File: src/tmr_regs.svh
// Register addresses, field positions and reset values for the timer control block
// Function
// RULE_01 - Control register 0xC8 page 0, fields, reset zero
// RULE_02 - Upper byte rollover sets high flag
// RULE_03 - Sixteen-bit wrap sets high flag
// RULE_04 - High flag raises interrupt when enabled
// RULE_05 - Lower byte rollover sets low flag
// RULE_06 - Flags cleared only by software write
// RULE_07 - Split selects two 8-bit reload counters
// RULE_08 - Split plus low enable: either byte interrupts
// RULE_09 - Run gates upper byte; split lower always runs
// RULE_10 - Capture copies count, sets high flag
// RULE_11 - Hardware set wins over same-cycle clear
`ifndef TMR_REGS_SVH
`define TMR_REGS_SVH
`define TMR_CTRL_ADDR   8'hC8
`define TMR_CTRL_PAGE   4'h0
`define TMR_CTRL_RESET  8'h00
`define TMR_BIT_HFLAG   7
`define TMR_BIT_LFLAG   6
`define TMR_BIT_LIEN    5
`define TMR_BIT_CAPEN   4
`define TMR_BIT_SPLIT   3
`define TMR_BIT_RUN     2
`define TMR_BYTE_MAX    8'hFF
`define TMR_BYTE_ZERO   8'h00
`endif

File: src/tmr_pkg.sv
// Types shared by the timer control block
package tmr_pkg;
  typedef struct packed {
    logic       high_overflow_flag;
    logic       low_overflow_flag;
    logic       low_overflow_irq_enable;
    logic       capture_mode_enable;
    logic       split_mode_select;
    logic       run_control;
    logic [1:0] external_clock_select;
  } tmr_ctrl_s;

  typedef struct packed {
    logic [7:0] upper;
    logic [7:0] lower;
  } tmr_count_s;
endpackage

File: src/tmr_top.sv
// Timer two control register, counter and overflow flags
`timescale 1ns/10ps
`default_nettype none
`include "tmr_regs.svh"
module tmr_top (
  input  wire logic                CLK,
  input  wire logic                RST,
  input  wire logic                SFR_WR,
  input  wire logic                SFR_RD,
  input  wire logic [7:0]          SFR_ADDR,
  input  wire logic [3:0]          SFR_PAGE,
  input  wire logic [7:0]          SFR_WDATA,
  input  wire logic                SFR_BIT_WR,
  input  wire logic [2:0]          SFR_BIT_SEL,
  input  wire logic                SFR_BIT_VAL,
  output logic [7:0]               SFR_RDATA,
  input  wire logic                TICK_UPPER,
  input  wire logic                TICK_LOWER,
  input  wire logic                CAPTURE_TRIG,
  input  wire logic                TIMER_IRQ_EN,
  input  wire tmr_pkg::tmr_count_s RELOAD,
  output tmr_pkg::tmr_count_s      COUNT,
  output tmr_pkg::tmr_count_s      CAPTURE_VALUE,
  output logic                     CAPTURE_STROBE,
  output tmr_pkg::tmr_ctrl_s       CTRL,
  output logic                     TIMER_IRQ
);
  import tmr_pkg::*;

  tmr_ctrl_s  ctrl_r,  ctrl_nxt;
  tmr_count_s cnt_r,   cnt_nxt;
  tmr_count_s cap_r,   cap_nxt;
  logic       cstb_r,  cstb_nxt;
  logic       hit;
  logic       up_ovf, lo_ovf, cap_evt;
  logic [7:0] wmask, wval, cur;

  assign hit = (SFR_ADDR == `TMR_CTRL_ADDR) && (SFR_PAGE == `TMR_CTRL_PAGE); // RULE_01

  always_comb begin
    cnt_nxt = cnt_r;
    up_ovf  = 1'b0;
    lo_ovf  = 1'b0;
    cap_evt = ctrl_r.capture_mode_enable && CAPTURE_TRIG; // RULE_10
    if (ctrl_r.split_mode_select) begin // RULE_07
      if (TICK_LOWER) begin // RULE_09
        if (cnt_r.lower == `TMR_BYTE_MAX) begin
          lo_ovf        = 1'b1; // RULE_05
          cnt_nxt.lower = RELOAD.lower;
        end else begin
          cnt_nxt.lower = cnt_r.lower + 8'h01;
        end
      end
      if (ctrl_r.run_control && TICK_UPPER) begin // RULE_09
        if (cnt_r.upper == `TMR_BYTE_MAX) begin
          up_ovf        = 1'b1; // RULE_02
          cnt_nxt.upper = RELOAD.upper;
        end else begin
          cnt_nxt.upper = cnt_r.upper + 8'h01;
        end
      end
    end else if (ctrl_r.run_control && TICK_LOWER) begin
      lo_ovf = (cnt_r.lower == `TMR_BYTE_MAX); // RULE_05
      if (cnt_r == {`TMR_BYTE_MAX, `TMR_BYTE_MAX}) begin
        up_ovf  = 1'b1; // RULE_03
        cnt_nxt = cap_evt ? cnt_r : RELOAD;
      end else begin
        cnt_nxt = tmr_count_s'(cnt_r + 16'h0001);
      end
    end
  end

  always_comb begin
    cur   = ctrl_r;
    wmask = 8'h00;
    wval  = 8'h00;
    if (hit && SFR_WR) begin
      wmask = 8'hFF;
      wval  = SFR_WDATA;
    end else if (hit && SFR_BIT_WR) begin
      wmask = 8'h01 << SFR_BIT_SEL;
      wval  = {8{SFR_BIT_VAL}};
    end
    cur      = (cur & ~wmask) | (wval & wmask); // RULE_06
    ctrl_nxt = tmr_ctrl_s'(cur);
    if (up_ovf || cap_evt) begin
      ctrl_nxt.high_overflow_flag = 1'b1; // RULE_11
    end
    if (lo_ovf) begin
      ctrl_nxt.low_overflow_flag = 1'b1; // RULE_11
    end
    cap_nxt  = cap_evt ? cnt_r : cap_r; // RULE_10
    cstb_nxt = cap_evt;
  end

  always_ff @(posedge CLK) begin
    if (RST) begin
      ctrl_r <= tmr_ctrl_s'(`TMR_CTRL_RESET); // RULE_01
      cnt_r  <= '0;
      cap_r  <= '0;
      cstb_r <= 1'b0;
    end else begin
      ctrl_r <= ctrl_nxt;
      cnt_r  <= cnt_nxt;
      cap_r  <= cap_nxt;
      cstb_r <= cstb_nxt;
    end
  end

  always_comb begin
    SFR_RDATA = 8'h00;
    if (hit && SFR_RD) begin
      SFR_RDATA = ctrl_r;
    end
  end

  assign COUNT          = cnt_r;
  assign CAPTURE_VALUE  = cap_r;
  assign CAPTURE_STROBE = cstb_r;
  assign CTRL           = ctrl_r;
  // Level request; stays up while TIMER_IRQ_EN is high and an enabled flag is set
  assign TIMER_IRQ = TIMER_IRQ_EN && (ctrl_r.high_overflow_flag || // RULE_04
                     (ctrl_r.split_mode_select && ctrl_r.low_overflow_irq_enable && // RULE_08
                      ctrl_r.low_overflow_flag));
endmodule
`default_nettype wire

File: config.mk
export PLATFORM = sky130hd
export DESIGN_NAME = tmr_top
export DESIGN_NICKNAME = d
export VERILOG_FILES = /design/src/tmr_pkg.sv /design/src/tmr_top.sv
export VERILOG_INCLUDE_DIRS = /design/src
export SDC_FILE = /design/constraint.sdc
export NUM_CORES = 1
export LEC_CHECK = 0
export ABC_AREA = 1
export BUFFER_PORTS_ARGS = -buffer_cell sky130_fd_sc_hd__buf_2
export CAP_MARGIN = 5
export CORE_ASPECT_RATIO = 1.75
export CORE_MARGIN = 4
export CORE_UTILIZATION = 49
export CTS_CLUSTER_DIAMETER = 30
export DETAILED_ROUTE_END_ITERATION = 7
export PLACE_DENSITY = 0.86
export SLEW_MARGIN = 15
export SYNTH_ARGS = -nofsm -noshare
export SYNTH_HDL_FRONTEND = slang
export SYNTH_SLANG_ARGS = --single-unit
File: constraint.sdc
create_clock -name CLK -period 2.2 [get_ports CLK]
set_clock_uncertainty 0.05 [all_clocks]
set_input_delay 0.66 -clock CLK [delete_from_list [all_inputs] [get_ports CLK]]
set_output_delay 0.66 -clock CLK [all_outputs]
set_load 0.05 [all_outputs]
==> flow_results.org, run 1 <==
** Global routing
- Initial antenna violation count :: 0
- Number of global-route vias before repair :: 3,204
- For this run the aggregate overflow at the end of global routing stands at 0.
- First-pass GRT wire length :: 13,500 um
- In the global route stage, overall resource usage came out at 25.0%.
- Pin count of the biggest net entering global routing :: 28

** Timing
- Setup violations remaining at the end of the flow were counted as 8.
- Sum of negative setup slack :: -0.433 ns
- Setup repair after global routing could not meet its margin everywhere.
- Hold is met by 0.428 ns.
- Timing would allow up to between 400 and 500 MHz.
- Final count of pins violating max slew :: 0
- Time the final worst path needs with I/O delays and setup :: between 2 and 2.5 ns
- Worst setup slack after layout :: -0.0655 ns
- Least-Margin Pin Slew :: 0.626 ns
- Final Hold Violating Endpoints :: 0
- The worst pin sits at a relative slew slack of 57.9%.
- In the finished design, the share of the clock period the worst path needs comes to 103%.

** Route
- In this run the remaining antenna-violating nets after routing total 0.
- The first detailed-routing pass ran for 7 iterations.
- The detailed router finished its first iteration with 232 violations.
- Routed vias/inst :: around 5.5
- The routed design has 8030 um of wire.
- Dividing the detail-routed wire length by the instance count gives roughly 14 um.
- After detailed routing, the number of remaining DRC violations is 0.
- The final route contains approximately 3,200 vias.

** Setup path
- STA classifies the critical path startpoint as an input port.
- For the worst flop-to-flop path, the logic depth is 10.
- CP delay by family, top :: simple AND/OR/NAND/NOR gates
- In this run the worst path has a maximum fanout of 8.
- Endpoint arrival time on the critical path :: 1.56 ns
- For the worst setup path, the data required time is 1.49 ns.
- On the critical path, the stage with the largest delay is an instance of sky130_fd_sc_hd__buf_12.
- The setup path with the least slack is of type in2out.
- The signal on the critical path passes through buf_6 -> nor2_4 -> nand2_2 -> nor2_4 -> nand3_4 -> buf_12 -> nor2_4 -> buf_6.
- Worst setup slack for register-to-register paths :: 0.20 ns
- Capture point of the worst reg-to-reg path :: COUNT[9]
- Largest stage delay on the critical path :: 0.16 ns
- The worst register-to-register path begins at COUNT[1].
- Counting both buffers and inverters, the worst setup path holds a total of 3.
- The worst setup path is captured at an output port.
- Cell with the most instances on the worst path :: sky130_fd_sc_hd__nor2_4

** Yosys
- The top cell type by area accounts for 31.4% of the synthesized area.
- Cell type with the largest total area after synthesis :: sky130_fd_sc_hd__dfxtp_1
- The number of nets handed over by synthesis was 474.
- Synthesis inferred 41 register bits.
- Yosys warning total :: 0
- Yosys mapped the design onto 35 distinct sky130hd cell types.
- Number of flops mapped to enable cells by yosys :: 0
- Cells after synthesis :: 423
- After synthesis the cells add up to 0.00262 mm^2.
- Synth async-reset ratio :: 0%
- Average cell area after synthesis :: 6.19 um^2
- Yosys attributes the largest share of cell area to sky130_fd_sc_hd__dfxtp_1, sky130_fd_sc_hd__nand2_1, sky130_fd_sc_hd__nor2_1, sky130_fd_sc_hd__nand3_1, sky130_fd_sc_hd__inv_1.
- Sequential cell area fraction in the yosys report :: 31.4%
- Ys flop type :: sky130_fd_sc_hd__dfxtp_1

** CTS
- Clock root buffer master :: sky130_fd_sc_hd__clkbuf_8
- For the worst-skew pair, the clock arrives at the later sink with an insertion delay of 0.30 ns.
- Hold-fix buffers, CTS :: 0
- Counting every sink on the clock net gives just over 40.
- Clock-pin slew was measured on the worst setup and hold paths at 0.08 ns.
- The number of clock buffers added by TritonCTS is 5.
- TritonCTS built the clock tree.
- CTS built an H-tree with a depth of 2.
- Worst-case clock buffer depth :: 2

** Finish
- Count of nets after finishing :: 584
- Area used by sequential logic in the layout :: 821 um^2
- Compared with the post-synthesis result, the final layout area differs by 35.7%.
- Number of inserted filler cells in the final layout :: 455
- Proportion of layout cells with a drive suffix above 1 :: 30.0%
- Final design utilization :: 68.2%
- For this run, the number of standard cells in the final layout without fillers is 589.
- Final antenna diode count :: 0
- The multi-input combinational cells in the finished layout cover a total of 0.00166 mm^2.

** Place
- Cell total after placement :: 581
- The congestion estimate from routability-driven global placement came to 0.936.
- Detailed placement finished with a half-perimeter wire length of 6330 um.
- IO buf count :: 98

** Run status
- Failing checks :: setup timing
- The flow ran to the end, but the final reports show violations.

** Floorplan
- The region available for standard cell placement spans 0.00521 mm^2.
- In this run the core area contains 35 standard-cell rows.
- For this configuration, the core starts out at a cell density of 50.2%.
- DIE HEIGHT :: 105 um
- The floorplan step set the die width to 63.3 um.
- During I/O placement, the number of pins put on the boundary was between 90 and 100.
- Total die area :: 0.00662 mm^2

** Pwr
- Sum of internal, switching and leakage power :: 0.00136 W
- Summed over all cells, the static leakage comes to 1.79 nW.
- For this design the ratio of total power to cell area is 383 mW/mm^2.
- The worst-case IR drop observed on VDD is 340 uV.

** Worst hold path
- Critical hold path startpoint :: CAPTURE_VALUE[4]
- The tightest min-delay check is of the reg2reg type.
- Hold Crit Endpoint :: CAPTURE_VALUE[4]
- Counting instances, the worst hold path has a depth of 2.

** Job
- Across the run, the number of max-cap violations was 0.
-- cell families after synthesis --
kind of cell,after synthesis,share of synthesized area [%]
compound gates,70,13.9
flops,41,31.4
buf+inv,61,9.42
fa+ha+maj,2,0.956
xor+xnor,6,2.01
simple gates,243,42.4
-- worst max path at each step --
stage	startpoint	end	slack [ns]	cells after the start
3_5_place_dp	SFR_ADDR[3]	SFR_RDATA[2]	-0.23	9
6_report	SFR_ADDR[4]	SFR_RDATA[4]	-0.07	8
4_1_cts	SFR_ADDR[3]	SFR_RDATA[4]	-0.12	9
5_1_grt	SFR_ADDR[4]	SFR_RDATA[3]	-0.11	8
2_1_floorplan	SFR_ADDR[3]	SFR_RDATA[0]	-0.08	6
3_3_place_gp	SFR_ADDR[3]	SFR_RDATA[1]	-0.18	9
-- synthesized netlist by cell type, types with 3 or more instances --
| cell type | instances |
|---|---|
| sky130_fd_sc_hd__dfxtp_1 | 41 |
| sky130_fd_sc_hd__nand2_4 | 4 |
| sky130_fd_sc_hd__o21ai_1 | 4 |
| sky130_fd_sc_hd__nand4_1 | 12 |
| sky130_fd_sc_hd__o21ai_0 | 30 |
| sky130_fd_sc_hd__nor2_1 | 67 |
| sky130_fd_sc_hd__nand2_2 | 4 |
| sky130_fd_sc_hd__nor2_4 | 3 |
| sky130_fd_sc_hd__a21oi_1 | 31 |
| sky130_fd_sc_hd__clkbuf_1 | 6 |
| sky130_fd_sc_hd__xor2_1 | 4 |
| sky130_fd_sc_hd__nand3_1 | 41 |
| sky130_fd_sc_hd__nand2_1 | 99 |
| sky130_fd_sc_hd__inv_1 | 46 |
| sky130_fd_sc_hd__nor3_1 | 6 |
-- worst reg2reg max path, cell delays in order (launching register included) --
cell and delay, ns:
sky130_fd_sc_hd__dfxtp_1 0.41, sky130_fd_sc_hd__ha_1 0.24, sky130_fd_sc_hd__nand2_2 0.08, sky130_fd_sc_hd__nor2_1 0.22, sky130_fd_sc_hd__nand2_2 0.17, sky130_fd_sc_hd__nor2_8 0.19, sky130_fd_sc_hd__nand2_4 0.11, sky130_fd_sc_hd__nand2_8 0.11
sky130_fd_sc_hd__inv_4 0.07, sky130_fd_sc_hd__o21ai_0 0.17, sky130_fd_sc_hd__a21oi_1 0.08
-- repair_timing --
action                     4_1_cts  5_1_grt
gates resized for setup         24        3
gates cloned                     0        0
pin swaps                       10        6
setup buffers                    0        0
setup endpoints to repair        8        8
-- metrics by stage --
stage / instance area (um^2) / setup slack [ns]
finish: 3550 / -0.0655
global route: 3550 / -0.113
CTS: 3540 / -0.116
global placement: 3370 / -0.184
floorplan: 2720 / -0.0801
detailed placement: 3370 / -0.233
-- cell type report --
cell class                 count  area share [%]
sequential                    41            23.1
multi-input combinational    321            46.7
clock buffer                   5            1.94
timing repair buffer         113            19.9
tap                           55            1.94
inverter                      51            5.81
clock inverter                 3           0.599
-- placed cells by master, fill, tap and decap left out, types with 5 or more instances in the layout --
cell type / synthesis / routed
sky130_fd_sc_hd__a21oi_1: 31 / 31
sky130_fd_sc_hd__buf_2: 2 / 86
sky130_fd_sc_hd__buf_4: 1 / 13
sky130_fd_sc_hd__buf_6: 0 / 11
sky130_fd_sc_hd__clkbuf_8: 0 / 5
sky130_fd_sc_hd__dfxtp_1: 41 / 41
sky130_fd_sc_hd__inv_1: 46 / 45
sky130_fd_sc_hd__nand2_1: 99 / 96
sky130_fd_sc_hd__nand2_2: 4 / 7
sky130_fd_sc_hd__nand3_1: 41 / 40
sky130_fd_sc_hd__nand4_1: 12 / 12
sky130_fd_sc_hd__nor2_1: 67 / 56
sky130_fd_sc_hd__nor2_4: 3 / 14
sky130_fd_sc_hd__nor3_1: 6 / 6
sky130_fd_sc_hd__o21ai_0: 30 / 30
-- report_power, final --
part,internal (W),total [W],leakage [nW],switching (W)
logic,0.0000535,0.000104,1.42,0.0000501
registers,0.000741,0.000741,0.330,0.0000000788
clock network,0.000225,0.000515,0.0445,0.000290
total,0.00102,0.00136,1.79,0.000340
-- layer usage --
layer	routed length (um)	global-route usage (%)	share of wire [%]
met3	536	2.47	6.7
met2	4270	47.7	53
met1	2860	25.0	36
met4	362	15.3	4.5
met5	0	0	0
(Power assumes the default switching activity.)
==> inputs of run 2 (changes only) <==
==> constraint.sdc (replaced) <==
create_clock -name CLK -period 2.2 [get_ports CLK]
set_clock_uncertainty 0.05 [all_clocks]
set_input_delay 0.66 -clock CLK [delete_from_list [all_inputs] [get_ports CLK]]
set_output_delay 0.66 -clock CLK [all_outputs]
set_load 0.01 [all_outputs]
==> flow_results.org, run 2 (synthesis results as in run 1) <==
** Run status
- The run finished, with violations left.
- The checks that failed: setup timing.

** Floorplan
- The I/O pin count came to 99 (unchanged).
- Total die area :: 0.00662 mm^2 (unchanged)
- The initial core utilization was 50.2% (unchanged).
- Placeable core region :: 0.00521 mm^2 (unchanged)
- DIE HEIGHT :: 105 um (unchanged)
- The total number of placement rows is 35 (unchanged).
- The die extent in x came to 63.3 um (unchanged).

** Timing
- Worst slack on hold paths :: 0.434 ns (+0.00647 ns)
- Unrepaired setup endpoints after global routing :: yes
- Time the final worst path needs with I/O delays and setup :: 2.24 ns (-0.0258 ns)
- Final-report setup violation count :: 6 (-2)
- The minimum setup slack in the final design was -0.0398 ns (+0.0258 ns).
- Final Hold Violating Endpoints :: 0 (unchanged)
- The fmax is 446 MHz (+1.1%).
- The max-slew violation count was 0 (unchanged).
- Worst-case headroom to the max-slew limit :: 61.4% (+3.5 points)
- The share of the cycle needed by the critical path after routing came to 102% (-1.2 points).
- The measured slew at the worst slew-check pin is 0.579 ns (-0.0472 ns).

** Finish
- Area used by sequential logic in the layout :: 821 um^2 (unchanged)
- Most frequent cells in the layout :: sky130_fd_sc_hd__nand2_1, sky130_fd_sc_hd__buf_2, sky130_fd_sc_hd__nor2_1
- Total area of multi-input combinational cells :: 0.00163 mm^2 (-2.0%)
- Count of nets after finishing :: 585 (+0.17%)
- The area growth from synthesis to layout is 33.8%.
- Post-Layout Cell Count :: 590 (+0.17%)
- Leading cell type in the layout, fill and taps excluded :: sky130_fd_sc_hd__nand2_1
- The fraction of final layout cells with drive strength greater than 1 was 29.9% (-0.056 points).
- The antenna cell count came to 0 (unchanged).
- The final core utilization came to 67.2% (-0.94 points).
- The number of fill cells in the layout is 476 (+4.6%).

** Global routing
- Met2 GRT Util :: 47.9% (+0.23 points)
- Most Crowded Layer GR :: met2
- The routing usage on met3 was 2.37% (-0.11 points).
- Number of global-route vias before repair :: 3,066 (-4.3%)
- The first-pass GRT wire length is 13,400 um (-1.4%).
- The global routing met1 resource utilization is 24.4% (-0.62 points).
- Global router's overall resource usage :: 24.4% (-0.51 points)
- Initial antenna violation count :: 0 (unchanged)
- The residual overflow from global routing came to 0 (unchanged).
- Pin count of the biggest net entering global routing :: 29 (+3.6%)

** Setup path
- The worst register-to-register path begins at COUNT[0].
- The worst setup path is launched from an input port.
- Launch point of the critical path :: SFR_ADDR[5]
- The data required time of the worst path came to 1.49 ns (about the same).
- The worst setup path is captured at an output port.
- The maximum fanout along the worst path was 5 (-3).
- Endpoint arrival time on the critical path :: 1.53 ns (-0.03 ns)
- Worst Path Class, Setup :: in2out

** Place
- Cell total after placement :: 580 (-0.17%)
- IO buf count :: 98 (unchanged)
- The worst-case setup slack after placement was -0.0479 ns (+0.185 ns).
- The global placer's final weighted congestion is 0.903 (-3.5%).
- The detailed placement HPWL was 6280 um (-0.76%).

** Route
- First-iteration detailed-routing DRC count :: 149 (-36%)
- Detail-routed net length per standard cell :: 14.1 um (+3.1%)
- Routed vias/inst :: 5.46 (-0.20%)
- Count of TritonRoute iterations in the first routing pass :: 5 (-2)
- ANT nets after route :: 0 (unchanged)
- The final wirelength is 8300 um (+3.3%).
- Total vias in the final route :: 3,224 (-0.031%)
- Remaining routing DRC violations :: 0 (unchanged)

** Worst hold path
- Path category of the worst min-delay check :: reg2reg
- In this run the most critical hold path is launched from CAPTURE_VALUE[1].

** Pwr
- The worst ir drop on vdd is 272 uV (-20%).
- Clock power share :: 37.9% (about the same)
- Comb power frac :: 7.3% (-0.3 points)
- Switching share of power :: 24.8% (-0.20 points)
- The total power per unit cell area came to 386 mW/mm^2 (+0.90%).
- The standby leakage power came to 1.79 nW (-0.21%).
- Sequential fraction of design power :: 54.8% (+0.3 points)
- The power dissipated by switching net loads came to 0.000336 W (-1.3%).
- Cell internal power dissipation :: 0.00102 W (-0.21%)

** Job
- The max capacitance violation total is 0 (unchanged).

** CTS
- TritonCTS built the clock tree.
- CTS H-tree depth :: 2 (unchanged)
- Source-to-sink clock delay at the later pin of the worst-skew pair :: 0.30 ns (about the same)
- The clock slew seen by the registers of the worst setup and hold paths came to 0.09 ns (about the same).
- # clock sinks :: 41 (unchanged)
- The maximum buffer depth of the clock tree came to 2 (unchanged).
- Number of buffers inserted during clock tree synthesis :: 5 (unchanged)
- The root buffer cell chosen for the clock tree is sky130_fd_sc_hd__clkbuf_8.
## run 2: final cells by class
cell class / instances / area share, %
Sequential cell: 41 / 23.4
Clock inverter: 3 / 0.607
Timing Repair Buffer: 114 / 20.0
Multi-Input combinational cell: 321 / 46.4
Tap cell: 55 / 1.96
Inverter: 51 / 5.68
Clock buffer: 5 / 1.96
## run 2: timing repair
item / 4_1_cts / 5_1_grt
hold buffers: 0 / 0
gates resized for setup: 15 / 22
pin swaps: 4 / 6
endpoints found under the setup margin: 8 / 8
buffers inserted: 1 / 1
## run 2: final timing paths
kind	endpoint	slack, ns	depth (start not counted)
setup reg to reg	COUNT[9]	0.20	10
setup / recovery	SFR_RDATA[1]	-0.04	8
hold / removal	CAPTURE_VALUE[1]	0.43	2
hold reg to reg	CAPTURE_VALUE[1]	0.43	2
## run 2: worst max-delay path, cell delays in order
cell and delay (ns):
sky130_fd_sc_hd__buf_2 0.12, sky130_fd_sc_hd__nor2_4 0.07, sky130_fd_sc_hd__nand2_2 0.07, sky130_fd_sc_hd__nor2_4 0.11, sky130_fd_sc_hd__nand3_2 0.11, sky130_fd_sc_hd__buf_6 0.16
sky130_fd_sc_hd__nor2_1 0.09, sky130_fd_sc_hd__buf_2 0.13
## run 2: power by group through the flow
stage          clock network (W)  registers, W  logic [W]
3_5_place_dp                   0      0.000759  0.0000863
2_1_floorplan                  0      0.000759  0.0000280
4_1_cts                 0.000517      0.000741  0.0000929
6_report                0.000514      0.000741  0.0000985
5_1_grt                 0.000549      0.000742   0.000108
3_3_place_gp                   0      0.000759  0.0000853
## run 2: stage by stage
step / power, W / TNS (ns) / instance area, um^2
after floorplan: 0.000787 / 0 / 2620
after detailed placement: 0.000845 / -0.172 / 3250
after CTS: 0.00135 / 0 / 3400
after global routing: 0.00140 / -0.568 / 3500
final: 0.00135 / -0.0928 / 3500
after global placement: 0.000844 / -0.149 / 3250
## run 2: routing by layer
layer | vias up | share of wire [%] | wire length [um]
li1 | 1585 | - | -
met4 | 0 | 4.6 | 383
met2 | 172 | 53 | 4430
met3 | 37 | 6.8 | 564
met1 | 1430 | 35 | 2920
met5 | - | 0 | 0
==> inputs of run 3 (changes only) <==
--- a/config.mk
+++ b/config.mk
@@ -19,3 +19,4 @@
 export SYNTH_ARGS = -nofsm -noshare
 export SYNTH_HDL_FRONTEND = slang
 export SYNTH_SLANG_ARGS = --single-unit
+export TNS_END_PERCENT = 30
==> constraint.sdc (replaced) <==
create_clock -name CLK -period 2.2 [get_ports CLK]
set_clock_uncertainty 0.05 [all_clocks]
set_input_delay 0.66 -clock CLK [delete_from_list [all_inputs] [get_ports CLK]]
set_output_delay 0.66 -clock CLK [all_outputs]
set_load 0.02 [all_outputs]
==> flow_results.org, run 3 (synthesis results as in run 1) <==
** Run status
- The run finished, with violations left.
- Failing checks :: setup timing

** Setup path
- The worst register-to-register path ends at COUNT[9].
- The data required time of the worst path came to 1.49 ns (about the same).
- By startpoint and endpoint, the worst setup path is classified as in2out.
- Launch point of the critical path :: SFR_ADDR[4]
- STA classifies the critical path startpoint as an input port.
- The data arrival time of the worst path is 1.52 ns (about the same).
- The internal reg-to-reg setup slack is 0.21 ns (about the same).
- Critical Path End Type :: output port
- Reg2Reg Depth :: 10 (unchanged)
- In this run the worst setup path terminates at SFR_RDATA[3].
- R2r startpoint :: COUNT[0]
- The maximum fanout along the worst path came to 3 (-2).

** CTS
- Number of buffers inserted during clock tree synthesis :: 5 (unchanged)
- # clock sinks :: 41 (unchanged)
- Clock root buffer master :: sky130_fd_sc_hd__clkbuf_8
- Post-CTS setup-driven buffer insertion count :: 0 (-1)
- The count of hold buffers inserted by post-cts repair is 0 (unchanged).
- Worst-case clock buffer depth :: 2 (unchanged)
- Clock transition at the registers of the reported paths :: 0.08 ns (about the same)
- CTS H-tree depth :: 2 (unchanged)
- The insertion delay to the later sink of the worst-skew pair is 0.30 ns (about the same).
- TritonCTS built the clock tree.

** Finish
- The library cells used most frequently in the layout, excluding fill and tap cells, are sky130_fd_sc_hd__nand2_1, sky130_fd_sc_hd__buf_2, sky130_fd_sc_hd__nor2_1.
- Number of inserted filler cells in the final layout :: 453 (-4.8%)
- The sequential standard cell area came to 821 um^2 (unchanged).
- Area grow syn2layout :: 37.2%
- The antenna cell count came to 0 (unchanged).
- Total area of multi-input combinational cells :: 0.00165 mm^2 (+1.8%)
- Count of nets after finishing :: 584 (-0.17%)
- Leaving out fill and tap cells, the most frequent cell in the layout is sky130_fd_sc_hd__nand2_1.
- The final non-filler cell total came to 589 (-0.17%).
- Proportion of layout cells with a drive suffix above 1 :: 30.1% (+0.24 points)

** Route
- The remaining number of nets flagged by the antenna check after routing came to 0 (unchanged).
- Total vias in the final route :: 3,155 (-2.1%)
- The starting DRC count in detailed routing was 223 (+50%).
- Detail-routed net length per standard cell :: 13.8 um (-1.5%)
- The number of detailed-route iterations in the first pass is 4 (-1).
- Routed vias/inst :: 5.36 (-2.0%)
- The final wirelength is 8160 um (-1.7%).
- Remaining routing DRC violations :: 0 (unchanged)

** Global routing
- The first-pass GRT wire length came to 13,000 um (-2.6%).
- The via count of the first global-routing pass is 3,059 (-0.23%).
- The residual overflow from global routing was 0 (unchanged).
- Pin count of the biggest net entering global routing :: 29 (unchanged)
- Global router's overall resource usage :: 24.0% (-0.44 points)
- The initial antenna violation count is 0 (unchanged).

** Floorplan
- Total I/O pin count :: 99 (unchanged)
- The total number of placement rows was 35 (unchanged).
- Total die area :: 0.00662 mm^2 (unchanged)
- The height of the die was 105 um (unchanged).
- The initial core utilization was 50.2% (unchanged).
- The area inside the core boundary came to 0.00521 mm^2 (unchanged).
- The die extent in x is 63.3 um (unchanged).

** Pwr
- The total design power came to 0.00158 W (+17%).
- The total power per unit cell area is 441 mW/mm^2 (+14%).
- Reported net switching power :: 0.000331 W (-1.5%)
- Leakage Power :: 1.81 nW (+1.3%)
- The proportion of power drawn by flip-flops and latches is 46.9% (-7.9 points).
- Clock power share :: 46.6% (+8.7 points)
- Worst vdd rail ir drop :: 329 uV (+21%)
- Switching share of power :: 20.9% (-3.9 points)
- Cell internal power dissipation :: 0.00125 W (+23%)
- The combinational share of power was 6.6% (-0.7 points).

** Place
- The global placer's final weighted congestion was 0.935 (+3.6%).
- The number of cells after detailed placement was 581 (+0.17%).
- The count of input and output buffers was 98 (unchanged).
- Detailed placement HPWL :: 6130 um (-2.4%)

** Timing
- Final count of pins violating max slew :: 0 (unchanged)
- The worst slew slack as a fraction of its limit came to 68.2% (+6.8 points).
- The hold violation total from the final report is 0 (unchanged).
- Worst setup slack after layout :: -0.0316 ns (+0.00816 ns)
- Unrepaired setup endpoints after global routing :: yes
- The fmax came to 448 MHz (+0.37%).
- The measured slew at the worst slew-check pin was 0.473 ns (-0.106 ns).
- Time the final worst path needs with I/O delays and setup :: 2.23 ns (-0.00816 ns)
- The final setup violation count came to 8 (+2).
- The share of the cycle needed by the critical path after routing came to 101% (-0.37 points).

** Job
- The max capacitance violation total is 0 (unchanged).

** Worst hold path
- Path category of the worst min-delay check :: reg2reg
[run 3: cell count changes in the layout (fill, tap and decap cells not counted), sizes merged]
cell	before	now
clkinv	3	2
buf	114	113
bufinv	0	2
clkinvlp	1	0
[run 3: power by group through the flow]
stage	Combinational (W)	Sequential, W	Clock (W)
6_report	0.000104	0.000741	0.000737
3_5_place_dp	0.0000875	0.000759	0
5_1_grt	0.000113	0.000742	0.000765
3_3_place_gp	0.0000853	0.000759	0
4_1_cts	0.0000976	0.000741	0.000741
2_1_floorplan	0.0000280	0.000759	0
[run 3: cell type report]
cell class / count / area share (%)
Multi-Input combinational cell: 321 / 46.1
Clock inverter: 3 / 1.92
Timing Repair Buffer: 113 / 19.8
Clock buffer: 5 / 1.92
Inverter: 51 / 5.54
Sequential cell: 41 / 22.9
Tap cell: 55 / 1.92
[run 3: through the flow]
step	setup TNS (ns)	cell area [um^2]	worst slack, ns	utilization, %	hold WS (ns)
after floorplan	-0.304	2620	-0.0380	-	0.511
after CTS	-0.0215	3510	-0.00813	67.3	0.436
after global placement	-0.429	3250	-0.0974	62.4	0.409
final	-0.158	3590	-0.0316	68.9	0.433
after detailed placement	-0.646	3250	-0.130	62.4	0.417
after global routing	-0.593	3590	-0.0952	68.9	0.459
[run 3: layer usage]
layer  up-vias  global-route usage [%]  share of wire, %
li1       1590                       -                 -
met1      1397                    23.7                35
met2       137                    47.2                54
met3        31                    2.37               6.7
met4         0                    12.8               4.5
met5         -                       0                 0
[run 3: critical path: stages]
cell,delay [ns]
sky130_fd_sc_hd__buf_6,0.10
sky130_fd_sc_hd__nor2_4,0.09
sky130_fd_sc_hd__nand2_2,0.07
sky130_fd_sc_hd__nor2_4,0.14
sky130_fd_sc_hd__nand3_4,0.09
sky130_fd_sc_hd__buf_6,0.14
sky130_fd_sc_hd__nor2_4,0.10
sky130_fd_sc_hd__buf_6,0.12
[run 3: worst min path at each step]
stage / start / to / slack (ns) / depth (start not counted)
floorplan: CAPTURE_VALUE[0] / CAPTURE_VALUE[0] / 0.51 / 2
CTS: CAPTURE_VALUE[12] / CAPTURE_VALUE[12] / 0.44 / 2
detailed placement: CAPTURE_VALUE[12] / CAPTURE_VALUE[12] / 0.42 / 2
global placement: CAPTURE_VALUE[4] / CAPTURE_VALUE[4] / 0.41 / 2
global route: CAPTURE_VALUE[1] / CAPTURE_VALUE[1] / 0.46 / 2
finish: CAPTURE_VALUE[12] / CAPTURE_VALUE[12] / 0.43 / 2
[run 3: timing repair]
action | CTS | global route
endpoints found under the setup margin | 8 | 10
pin swaps | 5 | 6
gates resized for setup | 32 | 22
